$ cat src/design/backup_clock_pkg.sv
// constants, field layout and bus carrier for the backup clock block
// assumes a 32-bit avalon-mm master on clk_sys and byte addresses
package backup_clock_pkg;

    // ------------------------------------------------------------
    // register and memory map, byte addresses
    // ------------------------------------------------------------
    localparam logic [31:0] flag_addr = 32'hffffe700;
    localparam logic [31:0] ctrl_addr = 32'hffffe704;
    localparam logic [31:0] acc_addr = 32'hffffe708;
    localparam logic [31:0] ram_base = 32'hffffe800;
    localparam logic [31:0] ram_last = 32'hffffe9ff;
    localparam int ram_bytes = 512;
    localparam int ram_words = ram_bytes / 4;
    localparam int ram_index_w = 7;

    // ------------------------------------------------------------
    // field positions and reset values
    // ------------------------------------------------------------
    localparam int run_pos = 0;
    localparam int sel_pos = 1;
    localparam int clear_pos = 3;
    localparam int spare_pos = 6;
    localparam int flag_pos = 0;
    localparam logic [1:0] sel_reset = 2'h0;
    localparam logic [1:0] spare_reset = 2'h0;
    localparam logic [31:0] acc_reset = 32'h0;
    localparam logic [3:0] full_word = 4'hf;

    // ------------------------------------------------------------
    // timing: bus answer latency in clk_sys cycles, tick divider width and full count
    // ------------------------------------------------------------
    localparam logic [3:0] ram_cycles = 4'ha;
    localparam logic [3:0] reg_cycles = 4'h2;
    localparam int div_w = 15;
    localparam logic [14:0] div_full = 15'h7fff;

    // ------------------------------------------------------------
    // types
    // ------------------------------------------------------------
    typedef enum logic [2:0] {
        bus_idle = 3'b001,
        bus_wait = 3'b010,
        bus_ack = 3'b100
    } bus_state_e;

    typedef struct packed {
        logic read;
        logic write;
        logic [31:0] address;
        logic [31:0] writedata;
        logic [3:0] byteenable;
    } avmm_req_s;

endpackage

$ cat src/design/retention_ram.sv
// 128 x 32 retention memory with byte lanes
// assumes writes are already qualified by the bus logic
module retention_ram
    import backup_clock_pkg::*;
(
    input wire logic clk_sys,
    input wire logic ce,
    input wire logic we,
    input wire logic [3:0] byte_en,
    input wire logic [ram_index_w-1:0] index,
    input wire logic [31:0] wdata,
    output logic [31:0] rdata
);
    // no reset on purpose: contents survive every reset
    // one bank per byte lane, so every bank has a single writer
    genvar lane;
    generate
        for (lane = 0; lane < 4; lane++)
        begin : g_lane
            logic [7:0] bank [ram_words];

            always_ff @(posedge clk_sys)
            begin
                if (ce && we && byte_en[lane])
                begin
                    bank[index] <= wdata[lane*8 +: 8];
                end
            end

            // read path is plain; the caller registers it
            assign rdata[lane*8 +: 8] = bank[index];
        end
    endgenerate

endmodule

$ cat src/design/backup_clock_timer_ram.sv
// backup domain: retention memory plus periodic tick timer
// assumes rst_n is the backup-domain reset, main_reset_n the system
// reset, and lf_clk_pin the free running 32.768 khz oscillator
//
// The implementer's own choice: the Avalon-MM interface to the registers.
module backup_clock_timer_ram
    import backup_clock_pkg::*;
(
    input wire logic clk_sys,
    input wire logic rst_n,
    input wire logic ce,
    input wire logic main_reset_n,
    input wire logic lf_clk_pin,
    input wire backup_clock_pkg::avmm_req_s bus_req,
    output logic [31:0] readdata,
    output logic waitrequest,
    output logic tick_interrupt
);
    import backup_clock_pkg::*;

    // ------------------------------------------------------------
    // low-frequency clock sampling
    // ------------------------------------------------------------
    logic lf_s1;
    logic lf_s2;
    logic lf_s3;
    logic lf_level;
    logic lf_tick;

    // three stages; a level counts once stages two and three agree
    // needs only clk_sys, so the timer keeps going
    always_ff @(posedge clk_sys or negedge rst_n)
    begin
        if (!rst_n)
        begin
            lf_s1 <= 1'b0;
            lf_s2 <= 1'b0;
            lf_s3 <= 1'b0;
            lf_level <= 1'b0;
        end
        else if (ce)
        begin
            lf_s1 <= lf_clk_pin;
            lf_s2 <= lf_s1;
            lf_s3 <= lf_s2;
            if (lf_s2 == lf_s3)
            begin
                lf_level <= lf_s3;
            end
        end
    end

    // one pulse per accepted rising oscillator edge
    assign lf_tick = lf_s2 & lf_s3 & ~lf_level;

    // ------------------------------------------------------------
    // address decode
    // ------------------------------------------------------------
    logic req;
    logic sel_flag;
    logic sel_ctrl;
    logic sel_acc;
    logic sel_ram;
    logic word_wide;
    logic [31:0] addr;
    logic [31:0] wd;

    assign addr = bus_req.address;
    assign wd = bus_req.writedata;
    assign req = bus_req.read | bus_req.write;
    assign word_wide = (bus_req.byteenable == full_word);

    // unmapped addresses fall through: read zero, writes dropped
    always_comb
    begin
        sel_flag = 1'b0;
        sel_ctrl = 1'b0;
        sel_acc = 1'b0;
        sel_ram = 1'b0;
        if (addr == flag_addr)
        begin
            sel_flag = 1'b1;
        end
        else if (addr == ctrl_addr)
        begin
            sel_ctrl = 1'b1;
        end
        else if (addr == acc_addr)
        begin
            sel_acc = 1'b1;
        end
        else if (addr >= ram_base && addr <= ram_last)
        begin
            sel_ram = 1'b1;
        end
    end

    // ------------------------------------------------------------
    // bus handshake
    // ------------------------------------------------------------
    bus_state_e state;
    bus_state_e next_state;
    logic [3:0] cnt;
    logic [3:0] next_cnt;
    logic [31:0] next_readdata;
    logic [31:0] rd_value;
    logic [3:0] lat_m2;
    logic capture;
    logic commit;

    // memory answers slowly; registers answer one cycle later
    assign lat_m2 = sel_ram ? ram_cycles - 4'h2 : reg_cycles - 4'h2;

    // count cycles of the held request, then one cycle of answer
    always_comb
    begin
        next_state = state;
        next_cnt = cnt;
        capture = 1'b0;
        case (state)
            bus_idle:
            begin
                if (req)
                begin
                    if (lat_m2 == 4'h0)
                    begin
                        capture = 1'b1;
                        next_state = bus_ack;
                    end
                    else
                    begin
                        next_cnt = 4'h1;
                        next_state = bus_wait;
                    end
                end
            end
            bus_wait:
            begin
                if (cnt == lat_m2)
                begin
                    capture = 1'b1;
                    next_state = bus_ack;
                end
                else
                begin
                    next_cnt = cnt + 4'h1;
                end
            end
            bus_ack:
            begin
                next_state = bus_idle;
                next_cnt = 4'h0;
            end
            default:
            begin
                next_state = bus_idle;
                next_cnt = 4'h0;
            end
        endcase
        // system reset abandons a transfer but keeps all stored state
        if (!main_reset_n)
        begin
            next_state = bus_idle;
            next_cnt = 4'h0;
            capture = 1'b0;
        end
        next_readdata = capture ? rd_value : readdata;
    end

    always_ff @(posedge clk_sys or negedge rst_n)
    begin
        if (!rst_n)
        begin
            state <= bus_idle;
            cnt <= 4'h0;
            readdata <= 32'h0;
        end
        else if (ce)
        begin
            state <= next_state;
            cnt <= next_cnt;
            readdata <= next_readdata;
        end
    end

    assign waitrequest = req & (state != bus_ack);
    assign commit = bus_req.write & (state == bus_ack) & main_reset_n;

    // ------------------------------------------------------------
    // retention memory
    // ------------------------------------------------------------
    logic [31:0] ram_rdata;

    // memory has no reset input at all
    retention_ram u_ram (
        .clk_sys(clk_sys),
        .ce(ce),
        .we(commit & sel_ram),
        .byte_en(bus_req.byteenable),
        .index(addr[ram_index_w+1:2]),
        .wdata(wd),
        .rdata(ram_rdata)
    );

    // ------------------------------------------------------------
    // timer registers
    // ------------------------------------------------------------
    logic run;
    logic next_run;
    logic [1:0] sel;
    logic [1:0] next_sel;
    logic [1:0] spare;
    logic [1:0] next_spare;
    logic flag;
    logic next_flag;
    logic [31:0] acc;
    logic [31:0] next_acc;
    logic [div_w-1:0] div;
    logic [div_w-1:0] next_div;
    logic next_irq;
    logic [div_w-1:0] period_mask;
    logic expire;
    logic wr_ctrl;
    logic wr_acc;
    logic wr_flag;

    // partial-word writes to timer registers are dropped
    assign wr_ctrl = commit & sel_ctrl & word_wide;
    assign wr_acc = commit & sel_acc & word_wide;
    assign wr_flag = commit & sel_flag & word_wide;

    // shorter period keeps fewer low divider bits
    assign period_mask = div_full >> sel;
    assign expire = lf_tick & run & ((div & period_mask) == period_mask);

    always_comb
    begin
        next_run = run;
        next_sel = sel;
        next_spare = spare;
        next_flag = flag;
        next_acc = acc;
        next_div = div;
        next_irq = expire;
        if (!run)
        begin
            next_div = '0;
        end
        else if (lf_tick)
        begin
            next_div = div + 15'h1;
        end
        if (expire)
        begin
            next_acc = acc + 32'h1;
        end
        if (wr_ctrl)
        begin
            next_run = wd[run_pos];
            next_sel = wd[sel_pos +: 2];
            next_spare = wd[spare_pos +: 2];
            if (!wd[clear_pos])
            begin
                next_acc = acc_reset;
            end
        end
        if (wr_acc)
        begin
            next_acc = wd;
            next_div = '0;
        end
        if (wr_flag && wd[flag_pos])
        begin
            next_flag = 1'b1;
        end
    end

    // only the backup reset clears these
    // nothing is promised before the first one
    always_ff @(posedge clk_sys or negedge rst_n)
    begin
        if (!rst_n)
        begin
            run <= 1'b0;
            sel <= sel_reset;
            spare <= spare_reset;
            flag <= 1'b0;
            acc <= acc_reset;
            div <= '0;
            tick_interrupt <= 1'b0;
        end
        else if (ce)
        begin
            run <= next_run;
            sel <= next_sel;
            spare <= next_spare;
            flag <= next_flag;
            acc <= next_acc;
            div <= next_div;
            tick_interrupt <= next_irq;
        end
    end

    // ------------------------------------------------------------
    // read mux
    // ------------------------------------------------------------
    // clear bit reads one; bits 5:4 and above 7 read zero
    always_comb
    begin
        rd_value = 32'h0;
        if (sel_flag)
        begin
            rd_value[flag_pos] = flag;
        end
        else if (sel_ctrl)
        begin
            rd_value[run_pos] = run;
            rd_value[sel_pos +: 2] = sel;
            rd_value[clear_pos] = 1'b1;
            rd_value[spare_pos +: 2] = spare;
        end
        else if (sel_acc)
        begin
            rd_value = acc;
        end
        else if (sel_ram)
        begin
            rd_value = ram_rdata;
        end
    end
endmodule

$ cat config.mk
export PLATFORM = sky130hd
export DESIGN_NAME = backup_clock_timer_ram
export DESIGN_NICKNAME = d
export VERILOG_FILES = /design/src/design/backup_clock_pkg.sv /design/src/design/retention_ram.sv /design/src/design/backup_clock_timer_ram.sv
export SDC_FILE = /design/constraint.sdc
export NUM_CORES = 2
export LEC_CHECK = 0
export BUFFER_PORTS_ARGS = -buffer_cell sky130_fd_sc_hd__clkbuf_2
export CELL_PAD_IN_SITES_DETAIL_PLACEMENT = 1
export CELL_PAD_IN_SITES_GLOBAL_PLACEMENT = 1
export CORE_ASPECT_RATIO = 0.9
export CORE_UTILIZATION = 25
export CTS_CLUSTER_DIAMETER = 150
export DETAILED_ROUTE_END_ITERATION = 12
export PLACE_DENSITY = 0.49
export SYNTH_ARGS = -nofsm -noshare
export SYNTH_HDL_FRONTEND = slang
export SYNTH_SLANG_ARGS = --single-unit
export TNS_END_PERCENT = 10
$ cat constraint.sdc
create_clock -name clk_sys -period 2.6 [get_ports clk_sys]
set_input_delay 0.13 -clock clk_sys [delete_from_list [all_inputs] [get_ports clk_sys]]
set_output_delay 0.13 -clock clk_sys [all_outputs]
set_load 0.02 [all_outputs]
==> impl_metrics.csv <==
group,metric,value,unit
synth,async_flop_share,2.313,%
finish,final_cell_mix,"4096 x edfxtp_1, 1450 x buf_4, 1040 x mux4_2, 587 x nor2_1, 444 x clkbuf_16",
finish,fin_util,31.69,%
die,die_w,856.5,um
sta,postLayoutSetupSlackWorst,0.002182,ns
setup_path,path_buf_inv,4,
clock_tree,cts.sinks,4193,
hold_path,worstHoldPathType,"in -> reg",
grt,grtUsageTotal,19.33,%
route,drcViolationCount,2,
setup_path,slowest_delay,0.43,ns
clock_tree,clockBufferDepth,4,
synth,yosys_warnings,0,
setup_path,timing.critical_path.to_type,"flop",
sta,hold_viol,0,
clock_tree,clk_pin_slew,0.08,ns
grt,grt-busiest-layer,"met2",
sta,drv_slew,0,
sta,fmax,384.9,MHz
placed_design,dp_hpwl,476400,um
finish,fin_nets,9901,
finish,finalNonFillerCells,18880,
die,die_area,660400,um^2
finish,areaGrowthSynthToFinish,26.31,%
clock_tree,insertion_delay,1.06,ns
setup_path,path_cells,"inv_1 > ha_1 > nor2b_2 > nand3_1 > buf_4 > or3_1 > a21oi_4 > buf_12 > buf_4 > nor2b_1 > a31oi_1 > o21ai_0",
synth,ys_seq_elements,4193,
route,drt_iter0_markers,12993,
placed_design,place_ws,-1.624,ns
sta,fin_crit,2.598,ns
placed_design,placed_area,191900,um^2
power,ir_drop,637.1,uV
grt,grt.overflow.total,0,
setup_path,crit_required,3.50,ns
grt,grt_max_degree,113,
route,drt_pass1_iterations,10,
grt,met2_usage,28.58,%
run,cap_violations,0,
sta,hold_ws,0.07138,ns
grt,grt_pass1_wl,871900,um
sta,relSlewSlack,29.42,%
grt,grt_pass1_vias,94563,
setup_path,cpLargestDelayFamily,"simple AND/OR/NAND/NOR gates",
finish,drive_gt1_share,37.17,%
die,start_util,25.09,%
sta,skew,0.07706,ns
route,wl_per_cell,34.95,um
setup_path,worstSetupStartpointType,"flop",
route,drt_wl_total,659900,um
placed_design,dpl.cell_count,17975,
sta,setup_viol,0,
die,die_h,771.1,um
setup_path,crit_arrival,3.50,ns
synth,ys.flop_type,"edfxtp_1",
power,report.power.total,149.0,mW
setup_path,crit_type,"reg -> reg",
power,power.density,718.2,nW/um^2
sta,timing.final.crit_share,99.92,%
clock_tree,cts_tree,"built",
sta,timing.setup.tns,0,ns
synth,syn-cell-area,164300,um^2
synth,avgSynthCellArea,20.92,um^2
grt,antenna_found_initial,91,
setup_path,crit_slowest_cell,"dfrtp_1",
synth,synth_edf_count,4096,
run_status,status,"finished with violations",
finish,final_common_cell,"edfxtp_1",
run_status,violations,"DRC",
clock_tree,htree_levels,5,
finish,fin_area,207500,um^2
route,detail-route-antenna-nets,0,
synth,synth_cells,7852,
sta,worstMarginPinSlew,1.059,ns
clock_tree,cts_buffers,439,
grt,grtUsageMet3,4.962,%
setup_path,crit_fanout,7,
clock_tree,root_buffer,"clkbuf_16",
synth,synth_cell_type_count,81,
sta,rsz0062_at_grt,"yes",
die,core,654900,um^2
synth,synth_fp_nets,7932,
placed_design,port_buffers,108,
power,p_leak,66.88,nW
synth,synth-seq-area-share,76.35,%
route,vias,93824,
placed_design,gp_congestion,0.9799,
die,rows,282,
die,ioPinCount,109,
route,viasPerCell,4.969,
setup_path,cp_common_cell,"buf_4",
grt,grt_util_met1,27.26,%
[registers in the layout, indices dropped and copies added (netlist names)]
register	flops
acc	32
cnt	4
div	15
flag	1
lf_level	1
lf_s1	1
lf_s2	1
lf_s3	1
readdata	32
run	1
sel	2
spare	2
state	3
tick_interrupt	1
u_ram.g_lane.bank	4096
[cells in the mapped netlist, drive strengths merged, types with 37 or more instances]
library cell / n / area (um^2)
mux4: 1044 / 23530
clkbuf: 163 / 611.8
mux2i: 224 / 2242
o22ai: 123 / 769.5
nor2: 651 / 2444
dfrtp: 96 / 2402
a21oi: 77 / 385.4
a22oi: 91 / 683.2
nand4: 37 / 231.5
nor3: 46 / 230.2
nand2: 286 / 1074
edfxtp: 4096 / 123000
o21ai: 84 / 420.4
mux2: 38 / 427.9
buf: 305 / 2216
nand3: 49 / 245.2
[power by group]
group	internal (mW)	switching [mW]	total, mW	leakage, nW
registers	74.4	0.950	75.3	38.0
clock network	36.3	27.9	64.2	7.02
logic	3.53	5.98	9.51	21.8
total	114	34.8	149	66.9
[routing by layer]
| layer | vias to the layer above | part of all wire [%] |
|---|---|---|
| li1 | 36667 | - |
| met1 | 51815 | 43 |
| met2 | 4382 | 43 |
| met3 | 904 | 9.3 |
| met4 | 56 | 4.4 |
| met5 | - | 0.083 |
[cells by family after synthesis]
family / Yosys count / synth area share (%)
XOR/XNOR: 14 / 0.07464
multiplexers: 1306 / 15.95
buffers and inverters: 481 / 1.751
AO/OA/AOI/OAI: 596 / 2.484
AND/OR/NAND/NOR: 1257 / 3.359
flip-flops: 4193 / 76.35
adder cells (fa/ha/maj): 5 / 0.03808
[cell type report]
cell class	instances	area [um^2]
Fill cell	66025	447300
Clock buffer	537	11500
Multi-Input combinational cell	3178	36480
Clock inverter	276	3039
Tap cell	8662	10840
Antenna cell	25	62.56
Timing Repair Buffer	1996	20120
Inverter	13	48.80
Sequential cell	4193	125400
[final timing paths]
path	startpoint	to	slack (ns)	depth (start not counted)
min	bus_req[9]	u_ram.g_lane[0].bank[7][5]	0.07	2
min reg2reg	flag	flag	0.49	1
max reg2reg	cnt[0]	readdata[16]	0.002	12
max in group asynchronous	rst_n	acc[15]	1.67	5
max	cnt[0]	readdata[16]	0.002	12
min in group asynchronous	rst_n	sel[1]	0.27	4
[worst register-to-register path, cell delays in order (launching register included)]
cell	delay [ns]
dfrtp_1	0.43
inv_1	0.11
ha_1	0.14
nor2b_2	0.17
nand3_1	0.14
buf_4	0.18
or3_1	0.35
a21oi_4	0.17
buf_12	0.24
buf_4	0.20
nor2b_1	0.05
a31oi_1	0.16
o21ai_0	0.12
[timing repair]
item | in CTS | in global routing
setup buffers | 4 | 4
endpoints found under the hold margin | 4162 | 0
pin swaps | 0 | 2
hold buffers | 57 | 0
setup endpoints to repair | 1026 | 183
gates resized for setup | 32 | 54
cloned | 0 | 2
Power figures use the tool's default switching activity.
